$ cat config.mk
export PLATFORM = sky130hd
export DESIGN_NAME = ies_status_events
export DESIGN_NICKNAME = d
export VERILOG_FILES = /design/src/rtl/ies_pkg.sv /design/src/rtl/ies_status_events.sv /design/src/rtl/ies_event_set.sv
export VERILOG_INCLUDE_DIRS = /design/src /design/src/rtl
export SDC_FILE = /design/constraint.sdc
export NUM_CORES = 1
export LEC_CHECK = 0
export BUFFER_PORTS_ARGS = -buffer_cell sky130_fd_sc_hd__buf_2
export CAP_MARGIN = 5
export CORE_ASPECT_RATIO = 0.5
export CORE_UTILIZATION = 35
export DETAILED_ROUTE_END_ITERATION = 16
export GPL_ROUTABILITY_DRIVEN = 0
export GPL_TIMING_DRIVEN = 0
export SLEW_MARGIN = 10
export SYNTH_ARGS = -nofsm -noshare
export SYNTH_HDL_FRONTEND = slang
export SYNTH_SLANG_ARGS = --single-unit
export TNS_END_PERCENT = 5
$ cat constraint.sdc
create_clock -name clk -period 4.66 [get_ports clk]
set_input_delay 0.932 -clock clk [delete_from_list [all_inputs] [get_ports clk]]
set_output_delay 0.932 -clock clk [all_outputs]
set_load 0.05 [all_outputs]
$ cat src/rtl/ies_status_map.svh
// Register map, bit positions and reset values of the status event block.
// Assumes it is included by its bare name from the package and the modules.
// Operation
// Host may write only the enable registers.
// Controller sends one binary-weighted value per enable.
// Condition register follows live status, never latched.
// Event register query clears it after returning.
// Clear-status clears both event registers together.
// Writing zero clears any enable register.
// Power-on clears events, enables and status byte.
// Status byte bits drop only with sources.
// Event summary bit five clears after event query.
// Exactly two event sets: standard and operation.
// Standard bit counts only when its enable set.
// Enable load command; enable query leaves it unchanged.
// Standard event query returns contents, then clears.
// Power-on flag bit seven set after power-up.
// Command error flag bit five on bad command.
// Execution error flag bit four on impossible action.
// Query error flag bit two on lost output.
// Operation complete bit zero after pending work ends.
// Event bits latch until query or clear-status.
// Summary is OR of event AND enable.
// Query returns binary-weighted register value, bit seven 128.
// Unused standard bits one, three, six read zero.
`ifndef IES_STATUS_MAP_SVH
`define IES_STATUS_MAP_SVH

`define IES_REG_W          8
`define IES_ZERO           8'h00
`define IES_ESR_RESET      8'h00
`define IES_ENA_RESET      8'h00
`define IES_STB_RESET      8'h00
`define IES_ESR_USED       8'hB5
`define IES_OPER_USED      8'hFF
`define IES_ESR_OPC_BIT    0
`define IES_ESR_QYE_BIT    2
`define IES_ESR_EXE_BIT    4
`define IES_ESR_CME_BIT    5
`define IES_ESR_PON_BIT    7
`define IES_STB_MAV_BIT    4
`define IES_STB_ESB_BIT    5
`define IES_STB_MSS_BIT    6
`define IES_STB_OSB_BIT    7
`define IES_STB_MSS_MASK   8'hBF

`endif

$ cat src/rtl/ies_pkg.sv
// Types shared by the status event block, its checker and the bench.
// Assumes ies_status_map.svh is on the include path.
`include "ies_status_map.svh"

package ies_pkg;

  typedef logic [`IES_REG_W-1:0] ies_reg_t;

  // Commands the bus controller can hand to the status block.
  typedef enum logic [3:0] {
    IES_CMD_ESE_WR,
    IES_CMD_ESE_RD,
    IES_CMD_ESR_RD,
    IES_CMD_OPE_WR,
    IES_CMD_OPE_RD,
    IES_CMD_OPR_RD,
    IES_CMD_OPC_RD,
    IES_CMD_SRE_WR,
    IES_CMD_SRE_RD,
    IES_CMD_STB_RD,
    IES_CMD_CLS,
    IES_CMD_OPC_ARM
  } ies_cmd_t;

endpackage

$ cat src/rtl/ies_status_events.sv
// Status event block: standard and operation event sets, service request
// enable and status byte, driven by decoded common commands.
// Assumes a command decoder on the same clock presents one command per
// cycle and takes a registered answer one cycle later.
`timescale 1ns/1ps
`include "ies_status_map.svh"

module ies_status_events #(
  parameter int DATA_W = 8
) (
  // Clock and reset; reset stands for power-on.
  input  wire logic             clk,
  input  wire logic             sys_rst,
  // Command port.
  input  wire logic             cmd_valid,
  input  wire ies_pkg::ies_cmd_t cmd_code,
  input  wire logic [DATA_W-1:0] cmd_data,
  // Answer port.
  output logic                  rsp_valid,
  output logic [DATA_W-1:0]     rsp_data,
  // Device events and live status.
  input  wire logic             cmd_error_evt,
  input  wire logic             exec_error_evt,
  input  wire logic             query_error_evt,
  input  wire logic             ops_pending,
  input  wire logic [DATA_W-1:0] oper_cond,
  input  wire logic             msg_avail,
  // Status outputs.
  output logic [DATA_W-1:0]     status_byte,
  output logic                  master_summary
);
  import ies_pkg::*;

  if (DATA_W != `IES_REG_W) begin : g_bad_width
    $error("ies_status_events: DATA_W must be 8");
  end

  // Decoded strobes for this cycle.
  logic     ese_wr;
  logic     ope_wr;
  logic     sre_wr;
  logic     esr_rd;
  logic     opr_rd;
  logic     cls;
  logic     opc_arm;
  logic     bad_cmd;

  always_comb begin
    ese_wr  = 1'b0;
    ope_wr  = 1'b0;
    sre_wr  = 1'b0;
    esr_rd  = 1'b0;
    opr_rd  = 1'b0;
    cls     = 1'b0;
    opc_arm = 1'b0;
    bad_cmd = 1'b0;
    if (cmd_valid) begin
      case (cmd_code)
        IES_CMD_ESE_WR:  ese_wr  = 1'b1;
        IES_CMD_OPE_WR:  ope_wr  = 1'b1;
        IES_CMD_SRE_WR:  sre_wr  = 1'b1;
        IES_CMD_ESR_RD:  esr_rd  = 1'b1;
        IES_CMD_OPR_RD:  opr_rd  = 1'b1;
        IES_CMD_CLS:     cls     = 1'b1;
        IES_CMD_OPC_ARM: opc_arm = 1'b1;
        IES_CMD_ESE_RD,
        IES_CMD_OPE_RD,
        IES_CMD_OPC_RD,
        IES_CMD_SRE_RD,
        IES_CMD_STB_RD:  bad_cmd = 1'b0;
        default:         bad_cmd = 1'b1;
      endcase
    end
  end

  // Power-on flag is raised in the first cycle after reset release.
  logic pon_pend_r;

  always_ff @(posedge clk) begin
    if (sys_rst) begin
      pon_pend_r <= 1'b1;
    end else begin
      pon_pend_r <= 1'b0;
    end
  end

  // Operation complete arms on the command and fires once idle.
  logic opc_armed_r;
  logic opc_done;

  assign opc_done = (opc_armed_r | opc_arm) & ~ops_pending;

  always_ff @(posedge clk) begin
    if (sys_rst) begin
      opc_armed_r <= 1'b0;
    end else if (opc_done) begin
      opc_armed_r <= 1'b0;
    end else if (opc_arm) begin
      opc_armed_r <= 1'b1;
    end
  end

  // Standard event sources mapped onto their fixed positions.
  ies_reg_t esr_set;

  always_comb begin
    esr_set                    = `IES_ZERO;
    esr_set[`IES_ESR_PON_BIT]  = pon_pend_r;
    esr_set[`IES_ESR_CME_BIT]  = cmd_error_evt | bad_cmd;
    esr_set[`IES_ESR_EXE_BIT]  = exec_error_evt;
    esr_set[`IES_ESR_QYE_BIT]  = query_error_evt;
    esr_set[`IES_ESR_OPC_BIT]  = opc_done;
  end

  // Operation events latch on a rising condition bit.
  ies_reg_t oper_cond_prev_r;
  ies_reg_t oper_set;

  always_ff @(posedge clk) begin
    if (sys_rst) begin
      oper_cond_prev_r <= `IES_ZERO;
    end else begin
      oper_cond_prev_r <= oper_cond;
    end
  end

  assign oper_set = oper_cond & ~oper_cond_prev_r;

  // The two event sets of the status system.
  ies_reg_t esr_q;
  ies_reg_t ese_q;
  ies_reg_t oper_q;
  ies_reg_t ope_q;
  logic     esb_sum;
  logic     osb_sum;

  ies_event_set #(
    .WIDTH    (`IES_REG_W),
    .USED     (`IES_ESR_USED)
  ) u_std (
    .clk      (clk),
    .sys_rst  (sys_rst),
    .set_vec  (esr_set),
    .evt_clr  (esr_rd | cls),
    .ena_wr   (ese_wr),
    .ena_data (cmd_data),
    .evt_r    (esr_q),
    .ena_r    (ese_q),
    .summary  (esb_sum)
  );

  ies_event_set #(
    .WIDTH    (`IES_REG_W),
    .USED     (`IES_OPER_USED)
  ) u_oper (
    .clk      (clk),
    .sys_rst  (sys_rst),
    .set_vec  (oper_set),
    .evt_clr  (opr_rd | cls),
    .ena_wr   (ope_wr),
    .ena_data (cmd_data),
    .evt_r    (oper_q),
    .ena_r    (ope_q),
    .summary  (osb_sum)
  );

  // Service request enable; the master summary position is not maskable.
  ies_reg_t sre_r;

  always_ff @(posedge clk) begin
    if (sys_rst) begin
      sre_r <= `IES_ENA_RESET;
    end else if (sre_wr) begin
      sre_r <= cmd_data & `IES_STB_MSS_MASK;
    end
  end

  // Status byte follows its sources and has no clear of its own.
  ies_reg_t stb_sum;
  ies_reg_t stb_r;

  always_comb begin
    stb_sum                   = `IES_ZERO;
    stb_sum[`IES_STB_OSB_BIT] = osb_sum;
    stb_sum[`IES_STB_ESB_BIT] = esb_sum;
    stb_sum[`IES_STB_MAV_BIT] = msg_avail;
    stb_sum[`IES_STB_MSS_BIT] = |(stb_sum & sre_r);
  end

  always_ff @(posedge clk) begin
    if (sys_rst) begin
      stb_r <= `IES_STB_RESET;
    end else begin
      stb_r <= stb_sum;
    end
  end

  assign status_byte    = stb_r;
  assign master_summary = stb_r[`IES_STB_MSS_BIT];

  // Query answers are the plain register bit patterns, bit 7 weighted 128.
  ies_reg_t rsp_nxt;
  logic     rsp_hit;

  always_comb begin
    rsp_nxt = `IES_ZERO;
    rsp_hit = 1'b0;
    if (cmd_valid) begin
      case (cmd_code)
        IES_CMD_ESE_RD: begin
          rsp_nxt = ese_q;
          rsp_hit = 1'b1;
        end
        IES_CMD_ESR_RD: begin
          rsp_nxt = esr_q;
          rsp_hit = 1'b1;
        end
        IES_CMD_OPE_RD: begin
          rsp_nxt = ope_q;
          rsp_hit = 1'b1;
        end
        IES_CMD_OPR_RD: begin
          rsp_nxt = oper_q;
          rsp_hit = 1'b1;
        end
        IES_CMD_OPC_RD: begin
          rsp_nxt = oper_cond;
          rsp_hit = 1'b1;
        end
        IES_CMD_SRE_RD: begin
          rsp_nxt = sre_r;
          rsp_hit = 1'b1;
        end
        IES_CMD_STB_RD: begin
          rsp_nxt = stb_r;
          rsp_hit = 1'b1;
        end
        default: begin
          rsp_nxt = `IES_ZERO;
          rsp_hit = 1'b0;
        end
      endcase
    end
  end

  always_ff @(posedge clk) begin
    if (sys_rst) begin
      rsp_valid <= 1'b0;
      rsp_data  <= `IES_ZERO;
    end else begin
      rsp_valid <= rsp_hit;
      if (rsp_hit) begin
        rsp_data <= rsp_nxt;
      end
    end
  end

endmodule

$ cat src/rtl/ies_event_set.sv
// One event register set: latched event bits, enable mask and summary.
// Assumes set pulses and clear strobes come from logic on the same clock.
`timescale 1ns/1ps
`include "ies_status_map.svh"

module ies_event_set #(
  parameter int                WIDTH = 8,
  parameter logic [WIDTH-1:0]  USED  = '1
) (
  // Clock and reset.
  input  wire logic             clk,
  input  wire logic             sys_rst,
  // Event sources and clears.
  input  wire logic [WIDTH-1:0] set_vec,
  input  wire logic             evt_clr,
  // Enable register load.
  input  wire logic             ena_wr,
  input  wire logic [WIDTH-1:0] ena_data,
  // State seen by the parent.
  output logic      [WIDTH-1:0] evt_r,
  output logic      [WIDTH-1:0] ena_r,
  output logic                  summary
);

  // Refuses widths that do not fit one status register.
  if (WIDTH < 1 || WIDTH > `IES_REG_W) begin : g_bad_width
    $error("ies_event_set: WIDTH must be 1 to 8");
  end

  logic [WIDTH-1:0] evt_nxt;

  // A set arriving in the clearing cycle survives the clear.
  always_comb begin
    evt_nxt = evt_clr ? '0 : evt_r;
    evt_nxt = (evt_nxt | set_vec) & USED;
  end

  always_ff @(posedge clk) begin
    if (sys_rst) begin
      evt_r <= '0;
    end else begin
      evt_r <= evt_nxt;
    end
  end

  // The written pattern is loaded with the unused bits masked off, so a zero clears the mask.
  always_ff @(posedge clk) begin
    if (sys_rst) begin
      ena_r <= '0;
    end else if (ena_wr) begin
      ena_r <= ena_data & USED;
    end
  end

  assign summary = |(evt_r & ena_r);

endmodule

Yosys cells after proc, flatten, opt, wreduce, memory -nomap -nowiden
Cells that the tools add are included.

word-level totals
  input port bits = 28
  logic and storage cells = 67
  bits in registers = 63
  output and inout port bits = 18

cells by class
  muxes and demuxes = 23
  reduce and logical (&&, ||, !) cells = 7
  eq/ne operators = 11
  bitwise logic cells = 13

operators with widths
  kind                                                             number
  8-bit case mux with 7 select lines                               1
  8-bit bitwise AND                                                4
  8-bit 2-to-1 mux                                                 3
  8-bit OR reduction                                               3
  1-bit 2-to-1 mux                                                 19
  4-bit by 3-bit == test with 1-bit output, second input constant  4
  4-bit == test, second input constant                             4
  8-bit bitwise OR                                                 2
  12-bit OR reduction                                              1
  4-bit by 2-bit == test with 1-bit output, second input constant  2
  8-bit inverter                                                   1
  7-bit OR reduction                                               1
  4-bit by 1-bit == test with 1-bit output, second input constant  1
  4-bit logical NOT                                                1
  1-bit bitwise OR                                                 4
  2-bit OR reduction                                               1
  1-bit bitwise AND                                                1
  1-bit inverter                                                   1

Longest topological paths before layout
  depth after elaboration = 6
  mapped depth = 6
  gate-level depth less buffers = 4

Cells and area by module
A second synthesis with hierarchy kept.

unflattened totals
  cell total of the unflattened synthesis = 301
  area, all modules = 2707.6 µm²

modules (own cells, without submodules)
  module                  area each (µm²)  sequential area each (µm²)  times used  cells each
  ies_status_events       1659.1           600.6                       1           190
  ies_event_set (u_oper)  621.8            320.3                       1           64
  ies_event_set (u_std)   426.7            200.2                       1           47

Worst setup path before layout
No wires, ideal clock.

  path type = input-to-reg
  start point = input port cmd_code[1]
  end point = register u_std.ena_r[0]
  path buffers = 2
  cell stages on the path = 6
  arrival = 2083 ps
  library setup time = 128 ps
  data required time = 4532 ps
  setup slack = 2450 ps
  path through = buf_6 or3_4 or3b_1 buf_6 mux2i_1 nor2_1

between the ends
  word-level cells in the longest chain between the ends = 3

ends and longest elaborated chain
  element               line                     RTL
  from (decl)           ies_status_events.sv:16  input wire ies_pkg::ies_cmd_t cmd_code,
  4-bit logical NOT     ies_status_events.sv:58  case (cmd_code)
  1-bit 2-to-1 mux      ies_status_events.sv:58
  1-bit 2-to-1 mux      ies_status_events.sv:57  if (cmd_valid) begin
  to (signal assigned)  ies_event_set.sv:51      ena_r <= ena_data & USED;
  to (decl)             ies_event_set.sv:21      output logic [WIDTH-1:0] ena_r,

No other way between the ends.
A chain may end at the register's enable or synchronous reset.

Final worst setup path
  start point = input port cmd_code[1]
  end point = register rsp_data[7]

between the ends
  word-level cells in the longest chain between the ends = 4
  elaborated cells between the ends (all ways) = 12
  those cells by class = eq/ne (7); mux (4); reduce/logical (1)

ends and longest elaborated chain
  element                                line                      RTL
  4-bit == test (tied with other cells)  ies_status_events.sv:209  case (cmd_code)
  7-bit OR reduction (no source line)    --
  1-bit 2-to-1 mux                       ies_status_events.sv:209
  1-bit 2-to-1 mux                       ies_status_events.sv:208  if (cmd_valid) begin
  to (signal assigned)                   ies_status_events.sv:249  rsp_data <= `IES_ZERO;
  to (signal assigned)                   ies_status_events.sv:253  rsp_data <= rsp_nxt;
  to (decl)                              ies_status_events.sv:20   output logic [DATA_W-1:0] rsp_data,

Several ways; a longest one is shown, not always the timed one.

==> reports/results.tsv <==
stage	metric	value	unit
logic_synthesis	Post-Synth Adder-Cell Area	0	%
sta	Final Cycle Share	49.09	%
global_route	pin count of the biggest net entering global routing	17	
clocking	clock latency on the worst-skew pair	290	ps
finish	number of diodes	0	
worst_setup_path	CP Buf/Inv Count	3	
logic_synthesis	Synth Instances	263	
logic_synthesis	multiplexer share of the synthesized area	10.98	%
worst_setup_path	CP peak stage delay	460	ps
logic_synthesis	largest family of logic cells by synthesized area	simple AND/OR/NAND/NOR gates	
logic_synthesis	post-synthesis async set-or-reset flop share	0	%
worst_setup_path	Critical Path RT	4830	ps
route	vias per std cell	5.390	
logic_synthesis	sequential area share after synthesis	44.91	%
clocking	worst-case clock buffer depth	2	
die	Die X	121.4	um
hold_path	hold wc startpoint	pon_pend_r	
route	# DRC	0	
worst_setup_path	critical path startpoint category	input pin	
finish	Filler Cells Inserted	672	
sta	Final Skew	4.996	ps
hold_path	hold path endpoint	u_std.evt_r[7]	
worst_setup_path	crit-path max FO	10	
worst_setup_path	family with the most delay on the worst path	buffers and inverters	
route	via count	2183	
placed_design	sum of net half-perimeters after detailed placement	5093	um
finish	Final Util	43.76	%
worst_setup_path	Critical-path top delay cell	buf_1	
logic_synthesis	Yosys top cell by area	dfxtp_1	
finish	layout cells sized above 1	22.04	%
sta	Slew Limit Fails	0	
logic_synthesis	Yosys reg bits	56	
die	Die Span Y	61.72	um
route	Initial DRC Count	242	
worst_setup_path	crit path capture type	flop	
logic_synthesis	ranking of synthesized cells by area	dfxtp_1 45%, mux2i_1 9.6%, nor2_1 3.9%	
logic_synthesis	Cell Area, Synth	0.002496	mm^2
global_route	first-pass GRT wire length	10570	um
route	post-route ant nets	0	
global_route	vias in the first global route	2051	
logic_synthesis	Netlist cell types	52	
finish	fin nets	340	
logic_synthesis	synth warn	0	
clocking	Inserted Clock Buffers	5	
clocking	Sink Count	56	
worst_setup_path	crit path cell chain	buf_6 > clkbuf_1 > buf_1 > a311oi_1 > nor3_1 > a21oi_1	
status	status	finished clean	
finish	area delta synth->final	18.85	%
worst_setup_path	R2R Path End	rsp_data[5]	
clocking	Root Buffer Master	clkbuf_16	
power_and_ir_drop	cell area power density	344.1	mW/mm^2
die	core area	0.006779	mm^2
die	IO Count	46	
placed_design	pre-CTS setup slack	2126	ps
die	die area	0.007494	mm^2
logic_synthesis	Compound-Gate Fraction of Synth Area	18.35	%
die	Starting Density	36.82	%
power_and_ir_drop	leak pwr	1.322	nW
worst_setup_path	arrival time at the worst endpoint	2450	ps
worst_setup_path	Setup CP Type	in2reg	
logic_synthesis	Synth Area in Simple Gates	18.50	%
hold_path	Hold Path Stages	2	
logic_synthesis	post-synthesis xor/xnor area fraction	0	%
sta	Setup violations, final	0	
logic_synthesis	Post-synth EDFFs	0	
sta	final hold violations	0	
placed_design	placed cell count	397	
sta	Worst Slack Setup Final	2372	ps
worst_setup_path	R2R cell count	4	
clocking	H-tree depth	2	
logic_synthesis	Synth top area share	44.91	%
clocking	CTS Hold Bufs	0	
power_and_ir_drop	maximum vdd ir drop	0.0001618	V
global_route	initial antenna violation count	0	
route	router iterations before antenna repair	5	
route	Wirelength per Cell	16.49	um
sta	Slew headroom	44.87	%
global_route	Total GRT Usage	18.93	%
finish	Non-Filler Instances	405	
worst_setup_path	R2R Path Start	u_std.ena_r[5]	
finish	sequential cell area	0.001121	mm^2
sta	RSZ-0062 raised after global routing	no	
clocking	post-cts sizing count	0	
hold_path	Hold Path Class	reg2reg	
clocking	clock slew at reported path FFs	60	ps
logic_synthesis	Post-synth top flop	dfxtp_1	
sta	f_max	0.4371	GHz
worst_setup_path	reg2reg setup slack	3360	ps
sta	fin crit period	2288	ps
die	Row Count	21	
finish	area occupied by multi-input gates	0.001209	mm^2
clocking	Setup Fix Bufs, Post-CTS	0	
sta	setup TNS	0	ps
logic_synthesis	Synth Area per Inst	9.491	um^2
clocking	CTS tree	done	
placed_design	IO buf count	39	
sta	Worst Max-Slew Pin Slew	827.0	ps
finish	Final Cell Area	0.002967	mm^2
run	Max Cap Viol	0	
global_route	grt total ovfl	0	
route	Routed WL	6680	um
placed_design	Area after DPL	0.002818	mm^2
==> cells by family after synthesis <==
logic type	Yosys count
AOI/OAI and AO/OA	63
buffers and inverters	36
DFF	56
muxes	27
other	1
and+or+nand+nor	80
==> layout by cell type, fill, tap and decap left out, types with 3 or more instances in the layout <==
master	count
dfxtp_1	56
buf_2	46
nor2_1	26
mux2i_1	24
inv_1	12
nor2b_1	11
clkbuf_1	9
o21ai_0	9
nand2_1	9
a21oi_1	9
a31oi_1	8
a22o_1	8
nand3b_1	7
a22oi_1	5
buf_4	5
clkbuf_16	5
conb_1	4
and3b_1	3
nand3_1	3
nor3b_1	3
mux2_2	3
a32oi_1	3
==> metrics by stage <==
stage          total power [mW]  hold slack [ps]
2_1_floorplan            0.6152            413.0
3_3_place_gp             0.6566            422.6
3_5_place_dp             0.6593            433.2
4_1_cts                   1.026            448.7
5_1_grt                   1.064            464.9
6_report                  1.021            442.5
==> where the power goes <==
part / internal (mW) / switching (mW)
logic: 0.0472 / 0.0853
clock network: 0.212 / 0.159
registers: 0.501 / 0.0164
total: 0.760 / 0.261
==> registers in the layout, indices dropped and copies added, names as in the netlist <==
signal / cells
oper_cond_prev_r: 8
rsp_data: 8
u_oper.ena_r: 8
u_oper.evt_r: 8
sre_r: 7
u_std.ena_r: 5
u_std.evt_r: 5
status_byte: 4
opc_armed_r: 1
pon_pend_r: 1
rsp_valid: 1
==> tightest hold or removal path: cells and delay by family, from the launching register on <==
kind / cells / cell delay, ps
AND/OR/NAND/NOR: 1 / 70
flip-flops: 1 / 310
AO/OA/AOI/OAI: 1 / 40
==> Yosys cell counts, drive strengths merged (2+ instances only) <==
master / number
dfxtp: 56
nor2: 26
mux2i: 24
buf: 15
inv: 12
nor2b: 11
a21oi: 9
clkbuf: 9
nand2: 9
o21ai: 9
a22o: 8
a31oi: 8
nand3b: 7
a22oi: 5
nor3b: 4
a32oi: 3
and3b: 3
mux2: 3
nand3: 3
a222oi: 2
a41oi: 2
and2: 2
and3: 2
nand2b: 2
nand4: 2
nor3: 2
o211a: 2
o211ai: 2
o21bai: 2
o22ai: 2
==> routing by layer <==
| metal | track usage (%) | routed length [um] | vias up |
|---|---|---|---|
| met4 | 6.878 | 77 | 0 |
| met5 | 0 | 0 | - |
| met1 | 26.51 | 3108 | 1038 |
| li1 | - | - | 1045 |
| met2 | 28.65 | 2896 | 87 |
| met3 | 4.653 | 598 | 13 |
==> area by class of cell <==
class | count | area share, %
flip-flops and latches | 56 | 37.79
clock buffers | 6 | 4.682
multi-input cells | 174 | 40.74
clock inverters | 2 | 0.3374
well taps | 92 | 3.880
inverters | 12 | 1.518
repair buffers | 39 | 6.579
plain buffers | 24 | 4.471
==> how the worst max path moves through the flow <==
stage / slack [ps] / from / endpoint / depth (start not counted)
after global placement: 2140 / cmd_code[1] / rsp_data[7] / 6
after detailed placement: 2130 / cmd_code[1] / rsp_data[7] / 6
final: 2370 / cmd_code[1] / rsp_data[7] / 6
after CTS: 2410 / cmd_code[1] / rsp_data[7] / 6
after floorplan: 2450 / cmd_code[1] / u_std.ena_r[0] / 6
after global routing: 2180 / cmd_code[1] / rsp_data[7] / 6
Power figures use the tool's default switching activity.
